$ cat src/verilog/mpt_pkg.sv
/*
 * Shared constants, types and helpers of the memory pattern tester.
 * Assumes one clock domain. The memory under test is a single-port
 * synchronous RAM with one cycle of read latency.
 */
package mpt_pkg;

    // ------------------------------------------------------------
    // Widths and carriers
    // ------------------------------------------------------------
    localparam int AW = 16;
    localparam int DW = 16;
    typedef logic [AW-1:0] addr_t;
    typedef logic [DW-1:0] data_t;

    // Request to the memory under test
    typedef struct packed {
        logic  re;
        logic  we;
        addr_t addr;
        data_t wdata;
    } mem_req_t;

    // ------------------------------------------------------------
    // Register offsets and fields
    // ------------------------------------------------------------
    localparam logic [7:0] OFF_CTRL      = 8'h00;
    localparam logic [7:0] OFF_CFG       = 8'h04;
    localparam logic [7:0] OFF_RANGE     = 8'h08;
    localparam logic [7:0] OFF_STATUS    = 8'h0c;
    localparam logic [7:0] OFF_IRQ_STAT  = 8'h10;
    localparam logic [7:0] OFF_IRQ_MASK  = 8'h14;
    localparam logic [7:0] OFF_FAIL_ADDR = 8'h18;
    localparam logic [7:0] OFF_FAIL_DATA = 8'h1c;
    localparam logic [7:0] OFF_REPORT    = 8'h20;
    localparam int CTRL_RUN_BIT  = 0;
    localparam int CTRL_STOP_BIT = 1;
    localparam int CFG_MODE_BIT  = 4;
    localparam int IRQ_PASS = 0;
    localparam int IRQ_ERR  = 1;
    localparam int IRQ_DONE = 2;
    localparam int IRQ_CFG  = 3;

    // ------------------------------------------------------------
    // Reset values and patterns
    // ------------------------------------------------------------
    localparam logic [3:0] CFG_SEL_RST  = 4'hf;
    localparam logic       CFG_CONT_RST = 1'b0;
    localparam addr_t      RANGE_LO_RST = 16'h0000;
    localparam addr_t      RANGE_HI_RST = 16'hffff;
    localparam data_t      WORD_VALUE   = 16'h00ff;
    localparam data_t      GAL_BG_P1    = 16'haaaa;
    localparam data_t      GAL_TW_P1    = 16'h5555;
    localparam addr_t      GAL_SPAN     = 16'h03ff;

    // Fixed segment ends, ascending
    localparam addr_t SEG_ENDS [7] = '{16'h0fff, 16'h3fff, 16'h9fff,
        16'hafff, 16'hdbff, 16'hdfff, 16'hffff};

    // Test indices, in run order
    localparam logic [2:0] TEST_ADDR = 3'h0;
    localparam logic [2:0] TEST_WORD = 3'h1;
    localparam logic [2:0] TEST_BIT  = 3'h2;
    localparam logic [2:0] TEST_GAL  = 3'h3;
    localparam logic [2:0] TEST_NONE = 3'h4;

    // ------------------------------------------------------------
    // Helpers
    // ------------------------------------------------------------
    function automatic addr_t seg_end(addr_t a);
        addr_t e;
        e = SEG_ENDS[6];
        for (int i = 6; i >= 0; i--) begin
            if (a <= SEG_ENDS[i]) e = SEG_ENDS[i];
        end
        return e;
    endfunction

    function automatic addr_t amin(addr_t a, addr_t b);
        return (a < b) ? a : b;
    endfunction

    function automatic logic [2:0] next_test(logic [3:0] sel,
                                             logic [2:0] from);
        logic [2:0] r;
        r = TEST_NONE;
        for (int i = 3; i >= 0; i--) begin
            if (sel[i] && 3'(i) >= from) r = 3'(i);
        end
        return r;
    endfunction

    // Word or bit test value for step 0, 1 (complement) or 2
    function automatic data_t pattern(logic [2:0] t, logic [1:0] step,
                                      data_t mask);
        data_t b;
        b = (t == TEST_BIT) ? mask : WORD_VALUE;
        return (step == 2'h1) ? ~b : b;
    endfunction

    // Galloping word: second pass swaps background and test word
    function automatic data_t gal_word(logic pass, logic test_word);
        return (pass ^ test_word) ? GAL_TW_P1 : GAL_BG_P1;
    endfunction

endpackage

$ cat src/verilog/memory_pattern_tester.sv
/*
 * Memory pattern tester: address, word, bit and galloping tests over
 * a range of memory, with an APB register slave and one interrupt.
 * Assumes the memory and the APB master share CLK_I; the memory
 * returns read data in the cycle after the request cycle.
 */
// The APB register port and the placing of the registers were left to the implementer.
// How it works
// - Address test writes then checks own address
// - Word test: value, complement, value, each verified
// - Word test runs twice over range
// - Bit test uses walking one-hot mask
// - Galloping fills background, then places test word
// - Each background read followed by test-word read
// - Restore, move test word until range covered
// - Second galloping pass swaps the two patterns
// - Address/word/bit run per fixed segment, reported
// - Galloping runs in one-kiloword chunks
// - Only selected tests run
// - Continuous mode cycles segments until stopped
// - Halt mode stops on error or range end
// - Illegal settings rejected, previous kept
// - Failure keeps address, expected and read word
module memory_pattern_tester (
    input  wire logic             CLK_I,
    input  wire logic             RST_N_I,
    input  wire logic             CE_I,
    input  wire logic             PSEL_I,
    input  wire logic             PENABLE_I,
    input  wire logic             PWRITE_I,
    input  wire logic [7:0]       PADDR_I,
    input  wire logic [31:0]      PWDATA_I,
    output logic      [31:0]      PRDATA_O,
    output logic                  PREADY_O,
    output logic                  PSLVERR_O,
    output mpt_pkg::mem_req_t     MEM_REQ_O,
    input  wire mpt_pkg::data_t   MEM_RDATA_I,
    output logic                  IRQ_O
);

    // ------------------------------------------------------------
    // State
    // ------------------------------------------------------------
    typedef enum logic [4:0] {
        S_IDLE, S_SEG, S_TEST, S_A_WR, S_A_RD, S_A_ADV,
        S_WB_WR, S_WB_RD, S_WB_ADV, S_G_FILL, S_G_FV, S_G_FV_ADV,
        S_G_PUT, S_G_BG, S_G_TW, S_G_ADV, S_G_REST, S_G_NEXT,
        S_WAIT, S_CHK, S_TDONE, S_REPORT, S_SEG_END
    } phase_t;

    typedef struct packed {
        phase_t            st;
        phase_t            ret;
        logic [2:0]        test;
        logic              pass;
        logic [1:0]        step;
        mpt_pkg::data_t    mask;
        mpt_pkg::addr_t    addr;
        mpt_pkg::addr_t    tloc;
        mpt_pkg::addr_t    lo;
        mpt_pkg::addr_t    hi;
        mpt_pkg::addr_t    seg_lo;
        mpt_pkg::addr_t    seg_hi;
        mpt_pkg::addr_t    raddr;
        mpt_pkg::data_t    exp;
        logic [3:0]        cfg_sel;
        logic              cfg_cont;
        mpt_pkg::addr_t    cfg_lo;
        mpt_pkg::addr_t    cfg_hi;
        logic [3:0]        run_sel;
        logic              run_cont;
        mpt_pkg::addr_t    run_lo;
        mpt_pkg::addr_t    run_hi;
        logic              stop_req;
        logic              fail_seen;
        logic [3:0]        irq_stat;
        logic [3:0]        irq_mask;
        mpt_pkg::addr_t    fail_addr;
        mpt_pkg::data_t    fail_exp;
        mpt_pkg::data_t    fail_act;
        mpt_pkg::addr_t    rep_lo;
        mpt_pkg::addr_t    rep_hi;
        mpt_pkg::mem_req_t mem;
        logic [31:0]       prdata;
        logic              pready;
        logic              pslverr;
        logic              irq;
    } state_t;

    state_t q;
    state_t n;

    // Queue a read; data is compared two cycles later in S_CHK
    function automatic state_t rd(state_t s, mpt_pkg::addr_t a,
                                  mpt_pkg::data_t e, phase_t r);
        s.mem.re   = 1'b1;
        s.mem.addr = a;
        s.raddr    = a;
        s.exp      = e;
        s.ret      = r;
        s.st       = S_WAIT;
        return s;
    endfunction

    function automatic state_t wr(state_t s, mpt_pkg::addr_t a,
                                  mpt_pkg::data_t d, phase_t nx);
        s.mem.we    = 1'b1;
        s.mem.addr  = a;
        s.mem.wdata = d;
        s.st        = nx;
        return s;
    endfunction

    // ------------------------------------------------------------
    // Next state
    // ------------------------------------------------------------
    always_comb begin
        logic [3:0] ev;
        logic [3:0] w1c;
        logic       wr_en;
        logic       run;
        logic       stop;
        logic [2:0] nt;
        mpt_pkg::data_t bg;
        mpt_pkg::data_t tw;
        ev    = '0;
        w1c   = '0;
        nt    = mpt_pkg::TEST_NONE;
        n     = q;
        n.mem.re = 1'b0;
        n.mem.we = 1'b0;
        bg    = mpt_pkg::gal_word(q.pass, 1'b0);
        tw    = mpt_pkg::gal_word(q.pass, 1'b1);
        // Write lands only at the edge that completes the access
        wr_en = PSEL_I & PENABLE_I & q.pready & PWRITE_I;
        run   = wr_en && PADDR_I == mpt_pkg::OFF_CTRL
                && PWDATA_I[mpt_pkg::CTRL_RUN_BIT];
        stop  = wr_en && PADDR_I == mpt_pkg::OFF_CTRL
                && PWDATA_I[mpt_pkg::CTRL_STOP_BIT];

        // One wait state, so read data comes from a flop
        n.pready  = PSEL_I & PENABLE_I & ~q.pready;
        n.pslverr = 1'b0;
        if (n.pready) begin
            case (PADDR_I)
                mpt_pkg::OFF_CTRL:      n.prdata = '0;
                mpt_pkg::OFF_CFG:
                    n.prdata = 32'({q.cfg_cont, q.cfg_sel});
                mpt_pkg::OFF_RANGE:     n.prdata = {q.cfg_hi, q.cfg_lo};
                mpt_pkg::OFF_STATUS:
                    n.prdata = 32'({q.fail_seen, q.stop_req,
                                    q.st != S_IDLE});
                mpt_pkg::OFF_IRQ_STAT:  n.prdata = 32'(q.irq_stat);
                mpt_pkg::OFF_IRQ_MASK:  n.prdata = 32'(q.irq_mask);
                mpt_pkg::OFF_FAIL_ADDR: n.prdata = 32'(q.fail_addr);
                mpt_pkg::OFF_FAIL_DATA:
                    n.prdata = {q.fail_act, q.fail_exp};
                mpt_pkg::OFF_REPORT:    n.prdata = {q.rep_hi, q.rep_lo};
                default: begin
                    n.prdata  = '0;
                    n.pslverr = 1'b1;
                end
            endcase
        end

        // Register writes
        if (wr_en) begin
            case (PADDR_I)
                mpt_pkg::OFF_CFG: begin
                    if (PWDATA_I[3:0] != 4'h0) begin
                        n.cfg_sel  = PWDATA_I[3:0];
                        n.cfg_cont = PWDATA_I[mpt_pkg::CFG_MODE_BIT];
                    end else begin
                        ev[mpt_pkg::IRQ_CFG] = 1'b1;
                    end
                end
                mpt_pkg::OFF_RANGE: begin
                    if (PWDATA_I[15:0] <= PWDATA_I[31:16]) begin
                        n.cfg_lo = PWDATA_I[15:0];
                        n.cfg_hi = PWDATA_I[31:16];
                    end else begin
                        ev[mpt_pkg::IRQ_CFG] = 1'b1;
                    end
                end
                mpt_pkg::OFF_IRQ_STAT: w1c = PWDATA_I[3:0];
                mpt_pkg::OFF_IRQ_MASK: n.irq_mask = PWDATA_I[3:0];
                default: ;
            endcase
        end

        // stop request honoured at segment end
        if (stop && q.st != S_IDLE) n.stop_req = 1'b1;

        unique case (q.st)
            S_IDLE: begin
                if (run) begin
                    n.run_sel   = q.cfg_sel;
                    n.run_cont  = q.cfg_cont;
                    n.run_lo    = q.cfg_lo;
                    n.run_hi    = q.cfg_hi;
                    n.seg_lo    = q.cfg_lo;
                    n.stop_req  = 1'b0;
                    n.fail_seen = 1'b0;
                    n.st        = S_SEG;
                end
            end
            S_SEG: begin
                n.seg_hi = mpt_pkg::amin(mpt_pkg::seg_end(q.seg_lo),
                                         q.run_hi);
                n.lo = q.seg_lo;
                n.hi = n.seg_hi;
                nt = mpt_pkg::next_test(q.run_sel, mpt_pkg::TEST_ADDR);
                if (nt == mpt_pkg::TEST_GAL) begin
                    n.test = mpt_pkg::TEST_ADDR;
                    n.st   = S_G_NEXT;
                end else begin
                    n.test = nt;
                    n.st   = S_TEST;
                end
            end
            S_TEST: begin
                n.addr = q.lo;
                n.step = 2'h0;
                n.pass = 1'b0;
                n.mask = 16'h0001;
                if (q.test == mpt_pkg::TEST_ADDR) n.st = S_A_WR;
                else if (q.test == mpt_pkg::TEST_GAL) n.st = S_G_FILL;
                else n.st = S_WB_WR;
            end
            // store own address, then check all
            S_A_WR: begin
                n = wr(n, q.addr, q.addr, S_A_WR);
                if (q.addr == q.hi) begin
                    n.addr = q.lo;
                    n.st   = S_A_RD;
                end else begin
                    n.addr = q.addr + 1'b1;
                end
            end
            S_A_RD: n = rd(n, q.addr, q.addr, S_A_ADV);
            S_A_ADV: begin
                if (q.addr == q.hi) n.st = S_TDONE;
                else begin
                    n.addr = q.addr + 1'b1;
                    n.st   = S_A_RD;
                end
            end
            // store and verify each step in place
            S_WB_WR: n = wr(n, q.addr,
                mpt_pkg::pattern(q.test, q.step, q.mask), S_WB_RD);
            S_WB_RD: n = rd(n, q.addr,
                mpt_pkg::pattern(q.test, q.step, q.mask), S_WB_ADV);
            S_WB_ADV: begin
                n.st = S_WB_WR;
                if (q.step != 2'h2) n.step = q.step + 1'b1;
                else begin
                    n.step = 2'h0;
                    // walk the mask, then next word
                    if (q.test == mpt_pkg::TEST_BIT
                        && !q.mask[mpt_pkg::DW-1]) begin
                        n.mask = q.mask << 1;
                    end else begin
                        n.mask = 16'h0001;
                        if (q.addr != q.hi) n.addr = q.addr + 1'b1;
                        else if (!q.pass) begin
                            n.pass = 1'b1;
                            n.addr = q.lo;
                        end else n.st = S_TDONE;
                    end
                end
            end
            S_G_FILL: begin
                n = wr(n, q.addr, bg, S_G_FILL);
                if (q.addr == q.hi) begin
                    n.addr = q.lo;
                    n.st   = S_G_FV;
                end else begin
                    n.addr = q.addr + 1'b1;
                end
            end
            S_G_FV: n = rd(n, q.addr, bg, S_G_FV_ADV);
            S_G_FV_ADV: begin
                if (q.addr == q.hi) begin
                    n.tloc = q.lo;
                    n.st   = S_G_PUT;
                end else begin
                    n.addr = q.addr + 1'b1;
                    n.st   = S_G_FV;
                end
            end
            S_G_PUT: begin
                n = wr(n, q.tloc, tw, S_G_BG);
                n.addr = q.lo;
            end
            S_G_BG: begin
                if (q.addr == q.tloc) n.st = S_G_ADV;
                else n = rd(n, q.addr, bg, S_G_TW);
            end
            S_G_TW: n = rd(n, q.tloc, tw, S_G_ADV);
            S_G_ADV: begin
                if (q.addr == q.hi) n.st = S_G_REST;
                else begin
                    n.addr = q.addr + 1'b1;
                    n.st   = S_G_BG;
                end
            end
            // restore and move the test word
            S_G_REST: begin
                n = wr(n, q.tloc, bg, S_G_PUT);
                if (q.tloc != q.hi) n.tloc = q.tloc + 1'b1;
                // swap patterns for the second pass
                else if (!q.pass) begin
                    n.pass = 1'b1;
                    n.addr = q.lo;
                    n.st   = S_G_FILL;
                end else n.st = S_TDONE;
            end
            S_G_NEXT: begin
                n.lo   = (q.test == mpt_pkg::TEST_GAL)
                         ? q.hi + 1'b1 : q.seg_lo;
                n.hi   = mpt_pkg::amin(n.lo | mpt_pkg::GAL_SPAN,
                                       q.seg_hi);
                n.test = mpt_pkg::TEST_GAL;
                n.st   = S_TEST;
            end
            S_WAIT: n.st = S_CHK;
            S_CHK: begin
                if (MEM_RDATA_I != q.exp) begin
                    n.fail_addr = q.raddr;
                    n.fail_exp  = q.exp;
                    n.fail_act  = MEM_RDATA_I;
                    n.fail_seen = 1'b1;
                    ev[mpt_pkg::IRQ_ERR] = 1'b1;
                    // halt mode stops at first error
                    if (q.run_cont) n.st = S_SEG_END;
                    else begin
                        ev[mpt_pkg::IRQ_DONE] = 1'b1;
                        n.st = S_IDLE;
                    end
                end else n.st = q.ret;
            end
            S_TDONE: begin
                n.st = S_REPORT;
                if (q.test == mpt_pkg::TEST_GAL) begin
                    n.ret = (q.hi == q.seg_hi) ? S_SEG_END : S_G_NEXT;
                end else begin
                    nt = mpt_pkg::next_test(q.run_sel, q.test + 1'b1);
                    if (nt == mpt_pkg::TEST_GAL) n.ret = S_G_NEXT;
                    else if (nt == mpt_pkg::TEST_NONE) n.ret = S_SEG_END;
                    else begin
                        n.test = nt;
                        n.st   = S_TEST;
                    end
                end
            end
            S_REPORT: begin
                ev[mpt_pkg::IRQ_PASS] = 1'b1;
                n.rep_lo = q.lo;
                n.rep_hi = q.hi;
                n.st     = q.ret;
            end
            S_SEG_END: begin
                // halt mode ends with the range
                if (q.stop_req
                    || (q.seg_hi == q.run_hi && !q.run_cont)) begin
                    ev[mpt_pkg::IRQ_DONE] = 1'b1;
                    n.st = S_IDLE;
                end else if (q.seg_hi == q.run_hi) begin
                    // wrap to the start of the range
                    n.seg_lo = q.run_lo;
                    n.st     = S_SEG;
                end else begin
                    n.seg_lo = q.seg_hi + 1'b1;
                    n.st     = S_SEG;
                end
            end
        endcase

        // Sticky events; a new event beats a clear in the same cycle
        n.irq_stat = (q.irq_stat & ~w1c) | ev;
        n.irq      = |(n.irq_stat & n.irq_mask);
    end

    // ------------------------------------------------------------
    // Registers
    // ------------------------------------------------------------
    // idle, halt mode, flags clear
    always_ff @(posedge CLK_I) begin
        if (!RST_N_I) begin
            q          <= '0;
            q.cfg_sel  <= mpt_pkg::CFG_SEL_RST;
            q.cfg_cont <= mpt_pkg::CFG_CONT_RST;
            q.cfg_lo   <= mpt_pkg::RANGE_LO_RST;
            q.cfg_hi   <= mpt_pkg::RANGE_HI_RST;
        end else if (CE_I) begin
            q <= n;
        end
    end

    // Outputs straight from the state flops
    assign PRDATA_O  = q.prdata;
    assign PREADY_O  = q.pready;
    assign PSLVERR_O = q.pslverr;
    assign MEM_REQ_O = q.mem;
    assign IRQ_O     = q.irq;

endmodule

$ cat config.mk
export PLATFORM = sky130hd
export DESIGN_NAME = memory_pattern_tester
export DESIGN_NICKNAME = d
export VERILOG_FILES = /design/src/verilog/mpt_pkg.sv /design/src/verilog/memory_pattern_tester.sv
export SDC_FILE = /design/constraint.sdc
export NUM_CORES = 1
export LEC_CHECK = 0
export BUFFER_PORTS_ARGS = -buffer_cell sky130_fd_sc_hd__buf_2
export CAP_MARGIN = 10
export CORE_MARGIN = 4
export CORE_UTILIZATION = 55
export CTS_CLUSTER_DIAMETER = 80
export DETAILED_ROUTE_END_ITERATION = 16
export PLACE_DENSITY = 0.75
export SETUP_SLACK_MARGIN = 0.05
export SLEW_MARGIN = 20
export SYNTH_ARGS = -nofsm -noshare
export SYNTH_HDL_FRONTEND = slang
export SYNTH_SLANG_ARGS = --single-unit
export TNS_END_PERCENT = 100
$ cat constraint.sdc
create_clock -name CLK_I -period 7.9 [get_ports CLK_I]
set_input_delay 1.975 -clock CLK_I [delete_from_list [all_inputs] [get_ports CLK_I]]
set_output_delay 1.975 -clock CLK_I [all_outputs]
set_load 0.05 [all_outputs]
== Yosys cells after proc, flatten, opt, wreduce, memory -nomap -nowiden ==
Index checks and enable logic that the tools add are counted.
Word-level totals
  register bits: 393
  input bits: 62
  output and inout port bits: 69
  word-level logic and storage cells: 303
Cells by class
  add/subtract/negate cells: 6
  magnitude comparators: 13
  eq/ne operators: 59
  multiplexer cells: 117
  bitwise logic cells: 14
  reductions and logical operators: 55
Operators by type and width (count)
  $pmux W69 S8: 1
  $mux W16: 25
  $mux W388: 1
  $pmux W69 S5: 1
  $pmux W32 S8: 1
  $mux W32: 4
  $mux W5: 22
  $pmux W5 S20: 1
  $pmux W16 S3: 2
  $pmux W16 S6: 1
  $pmux W32 S3: 1
  $pmux W48 S2: 1
  $pmux W19 S4: 1
  $pmux W38 S2: 1
  $add A16 B1 Y16 const B: 4
  $eq A16 B16 Y1: 4
  $le A16 B16 Y1 const B: 4
  $pmux W32 S2: 1
  $mux W3: 18
  $mux W48: 1
  $ne A16 B16 Y1: 3
  $eq A5 B4 Y1 const B: 8
  $mux W39: 1
  $mux W37: 1
  other kinds (58): 156

== Depth between registers and ports, before layout ==
  word-level depth: 14
  gate-level depth with buffers: 14
  mapped depth without buffers: 13

== Worst setup path after synthesis ==
OpenSTA, ideal clock, no wires.
  path type: in2reg
  from: input PWDATA_I[25]
  to: register q[208] (netlist name)
  library setup time: 0.149 ns
  data arrival time: 3.981 ns
  setup slack: 3.771 ns
  stages on the path: 11
  buffers on the path: 2
  path through: inv_1 -> ha_1 -> a21o_1 -> a21o_1 -> a2111oi_0 -> o21ai_0 -> o31a_1 -> clkbuf_1 -> clkbuf_1 -> o21ai_0 -> o311ai_0
On the way
  longest elaborated chain between the ends: 6
Ends and longest elaborated chain
  from (decl): RTL line memory_pattern_tester.sv:32  | input wire logic [31:0] PWDATA_I,
  $le A16 B16 Y1 *: RTL line memory_pattern_tester.sv:178  | if (PWDATA_I[15:0] <= PWDATA_I[31:16]) begin
  $mux W32 *: RTL line memory_pattern_tester.sv:178
  $mux W32 *: RTL line memory_pattern_tester.sv:168  | case (PADDR_I)
  $mux W37 *: RTL line memory_pattern_tester.sv:167  | if (wr_en) begin
  $mux W388: RTL line memory_pattern_tester.sv:296  | if (q.addr == q.tloc) n.st = S_G_ADV;
  $pmux W69 S5 *: RTL line memory_pattern_tester.sv:194  | unique case (q.st)
  to (signal assigned): RTL line memory_pattern_tester.sv:396  | q <= n;
  to (decl): RTL line memory_pattern_tester.sv:90  | state_t q;
Every way passes the cells marked *; elsewhere a longest branch is shown, timed or not. The select of a mux whose other input is x is not followed.
A chain may end at the register's enable or synchronous reset.

== Worst setup path in the final report ==
  from: input PADDR_I[2]
  to: register q[283] (netlist name)
On the way
  longest elaborated chain between the ends: 5
Ends and longest elaborated chain
  from (decl): RTL line memory_pattern_tester.sv:31  | input wire logic [7:0] PADDR_I,
  $logic_not A8 Y1: RTL line memory_pattern_tester.sv:136  | run = wr_en && PADDR_I == mpt_pkg::OFF_CTRL
  $logic_and A1 B1 Y1: RTL line memory_pattern_tester.sv:136
  $logic_and A1 B1 Y1: RTL line memory_pattern_tester.sv:137  | && PWDATA_I[mpt_pkg::CTRL_RUN_BIT];
  $ne A2 B2 Y1 (no line)
  $reduce_and A5 Y1 (no line)
Every way passes these cells.

==> results.sh <==
export IMPL_final_nets=2783
export IMPL_port_buffer_count=130
export IMPL_x_dimension_of_the_die_um=208.8
export IMPL_power_share_switching=0.2372
export IMPL_post_synth_most_frequent_cells="393 x sky130_fd_sc_hd__dfxtp_1, 338 x sky130_fd_sc_hd__nand2_1, 255 x sky130_fd_sc_hd__nor2_1"
export IMPL_pin_count_of_the_biggest_net_entering_global_routing=124
export IMPL_peakVddDrop_uv=147.0
export IMPL_setup_tns_ns=0
export IMPL_start_util=0.5570
export IMPL_number_of_buffers_inserted_for_hold_repair_after_clock_tree_synthesis=0
export IMPL_power_leakage_uw=0.009221
export IMPL_slew_limit_headroom=0.2273
export IMPL_synth_ff_latch_count=393
export IMPL_die_h_um=208.8
export IMPL_yosysUniqueCellTypes=101
export IMPL_finalCriticalPeriod_ns=4.294
export IMPL_status="finished clean"
export IMPL_cts_made_buffers=44
export IMPL_portion_of_synthesized_cell_area_occupied_by_the_leading_cell_type=0.3547
export IMPL_setup_viol=0
export IMPL_timing_critical_path_slowest_stage_cell="sky130_fd_sc_hd__nor4_1"
export IMPL_cts_tree="done"
export IMPL_comb_power_share=0.040
export IMPL_cts_root_buffer_cell="sky130_fd_sc_hd__clkbuf_16"
export IMPL_detail_route_vias_per_cell=6.609
export IMPL_required_ns=8.38
export IMPL_switching_power_uw=1036
export IMPL_core_mm2=0.03982
export IMPL_area_growth_pct=7.243
export IMPL_yosysWarnings=0
export IMPL_dieArea_mm2=0.04361
export IMPL_post_route_cells_drive_above_1_share=0.1243
export IMPL_crit_chain="buf_2 > nor4_1 > nand4_1 > or2_2 > a21oi_4 > o211ai_1 > o211a_1"
export IMPL_number_of_global_route_vias_before_repair=19724
export IMPL_antenna_fix_cells=0
export IMPL_period_share=0.5435
export IMPL_synth_area_top_cells="sky130_fd_sc_hd__dfxtp_1 35%, sky130_fd_sc_hd__nand2_1 5.7%, sky130_fd_sc_hd__a21oi_1 5.5%"
export IMPL_cts_max_path_buffers=3
export IMPL_power_density_cell_area_mw_per_mm2=183.5
export IMPL_timing_critical_path_from_type="input pin"
export IMPL_synth_edf_count=0
export IMPL_dpl_cell_area_mm2=0.02219
export IMPL_synth_net_count=2892
export IMPL_half_perimeter_wire_length_after_detailed_placement_um=55030
export IMPL_tritoncts_num_sinks=393
export IMPL_globalplace_congestion=0.9936
export IMPL_cts_repair_timing_setup_buffer_count=0
export IMPL_tightestPinTransition_ns=1.159
export IMPL_antenna_found_initial=1
export IMPL_total_design_power_uw=4366
export IMPL_slowest_stage_delay_on_critical_path_ns=0.81
export IMPL_netlist_area_pre_place_mm2=0.02218
export IMPL_wl_per_cell_um=24.23
export IMPL_critPathArrivalTime_ns=4.77
export IMPL_finalWirelength_um=78620
export IMPL_internal_power_uw=3330
export IMPL_floorplan_io_pins=131
export IMPL_hold_viol=0
export IMPL_synth_avg_cell_area_um2=7.936
export IMPL_report_final_slew_viol_count=0
export IMPL_synthFlopType="sky130_fd_sc_hd__dfxtp_1"
export IMPL_ant_nets=0
export IMPL_clock_latency_on_the_worst_skew_pair_ns=0.60
export IMPL_grt_first_pass_wirelength_um=118000
export IMPL_aggregate_global_routing_overflow=0
export IMPL_vias=21438
export IMPL_floorplan_rows=73
export IMPL_cts_max_level=2
export IMPL_finClkSkew_ns=0.02340
export IMPL_drt_pass1_iterations=7
export IMPL_clock_power_share=0.502
export IMPL_synth_most_common_cell="sky130_fd_sc_hd__dfxtp_1"
export IMPL_min_delay_path_class="register to register"
export IMPL_cts_resized=0
export IMPL_drc=0
export IMPL_seq_area_frac_synth=0.3547
export IMPL_criticalPathCategory="input pin to register"
export IMPL_async_flop_share=0
export IMPL_timing_critical_path_to_type="register"
export IMPL_maxCapViolations=0
export IMPL_syn_inst=2795
export IMPL_detail_route_iter0_violations=3262
export IMPL_synth_largest_area_cell="sky130_fd_sc_hd__dfxtp_1"
export IMPL_rsz_0062_raised_after_global_routing="false"
export IMPL_layout_cell_area_non_filler_mm2=0.02379
export IMPL_cts_clk_slew_worst_paths_ns=0.06
export IMPL_fmaxAchievable_mhz=232.9
export IMPL_cp_max_fo=31
export IMPL_global_router_s_overall_resource_usage=0.3401
export IMPL_sequentialPowerShare=0.458
-- cell usage in the layout (no fill, tap or decap), types with 8 or more instances in the layout --
cell	instances
sky130_fd_sc_hd__a21oi_1	242
sky130_fd_sc_hd__or2_2	12
sky130_fd_sc_hd__mux2_2	14
sky130_fd_sc_hd__o311ai_0	17
sky130_fd_sc_hd__o21ai_0	179
sky130_fd_sc_hd__buf_2	129
sky130_fd_sc_hd__nand3_1	95
sky130_fd_sc_hd__and2_1	11
sky130_fd_sc_hd__xor2_1	97
sky130_fd_sc_hd__dfxtp_1	393
sky130_fd_sc_hd__nand2_1	337
sky130_fd_sc_hd__o221ai_1	18
sky130_fd_sc_hd__a21o_1	14
sky130_fd_sc_hd__a211oi_1	54
sky130_fd_sc_hd__mux2i_1	83
sky130_fd_sc_hd__buf_4	51
sky130_fd_sc_hd__inv_1	47
sky130_fd_sc_hd__o211ai_1	30
sky130_fd_sc_hd__o31ai_1	8
sky130_fd_sc_hd__ha_1	35
sky130_fd_sc_hd__a221oi_1	48
sky130_fd_sc_hd__and3_1	15
sky130_fd_sc_hd__nand4_1	28
sky130_fd_sc_hd__nor2b_1	12
sky130_fd_sc_hd__nor3_1	60
sky130_fd_sc_hd__nor2_1	248
sky130_fd_sc_hd__a221o_1	10
sky130_fd_sc_hd__clkbuf_16	44
sky130_fd_sc_hd__o211a_1	10
sky130_fd_sc_hd__nor4_1	33
sky130_fd_sc_hd__xnor2_1	51
sky130_fd_sc_hd__clkinv_2	9
sky130_fd_sc_hd__a222oi_1	31
sky130_fd_sc_hd__a31oi_1	35
sky130_fd_sc_hd__nand2b_1	11
sky130_fd_sc_hd__a22oi_1	24
-- metal layers --
layer | global-route usage | vias up | share of wire
met4 | 0.1508 | 0 | 0.050
met1 | 0.4447 | 10223 | 0.39
met2 | 0.5395 | 1214 | 0.45
met3 | 0.07867 | 225 | 0.11
li1 | - | 9776 | -
met5 | 0 | - | 0
-- per-stage QoR --
step / hold WS, ns / utilization / std cells / worst slack [ns]
after global placement: 0.4387 / 0.5572 / 3165 / 2.799
after detailed placement: 0.4451 / 0.5572 / 3165 / 2.708
after global routing: 0.4731 / 0.5973 / 3244 / 3.427
final: 0.4562 / 0.5973 / 3244 / 3.606
after CTS: 0.4532 / 0.5959 / 3244 / 3.299
after floorplan: 0.4307 / - / 2795 / 3.771
-- power by group through the flow --
stage	clock network, µW	registers, µW	logic [µW]
final	2190	2000	174
after global routing	2280	2000	184
after CTS	2200	2000	170
after detailed placement	0	2040	169
after global placement	0	2040	166
after floorplan	0	2040	121
-- cell type report --
class	instances	area, µm²
fillers	3598	16040
multi-input cells	2019	12500
flip-flops and latches	393	7868
clock buffers	57	1210
repair buffers	180	1028
well taps	525	656.9
clock inverters	22	332.8
inverters	48	187.7
-- state kept, by name, indices dropped and copies added (netlist names) --
signal	flops
q	324
MEM_REQ_O	34
PRDATA_O	32
IRQ_O	1
PREADY_O	1
PSLVERR_O	1
-- worst paths after layout --
kind,from,endpoint,slack [ns],depth (start not counted)
min,q[175]$_SDFFE_PN0P_,q[175]$_SDFFE_PN0P_,0.46,2
max reg2reg,q[299]$_SDFFE_PN0P_,q[309]$_SDFFE_PN0P_,3.74,13
min reg2reg,q[175]$_SDFFE_PN0P_,q[175]$_SDFFE_PN0P_,0.46,2
max,PADDR_I[2],q[283]$_SDFFE_PN0P_,3.61,7
-- cell families after synthesis --
group           count (synthesis)  synth area share
compound gates                808            0.2408
mux                           100           0.04625
xor+xnor                      153           0.06211
simple gates                  923            0.1906
flops                         393            0.3547
fa+ha+maj                      35           0.01974
buf+inv                       383           0.08585
-- worst max-delay path, delay by kind of cell --
family,cells,cell delay (ns)
buffers and inverters,1,0.29
AND/OR/NAND/NOR,3,1.49
AO/OA/AOI/OAI,3,1.00
Power figures use the tool's default switching activity.
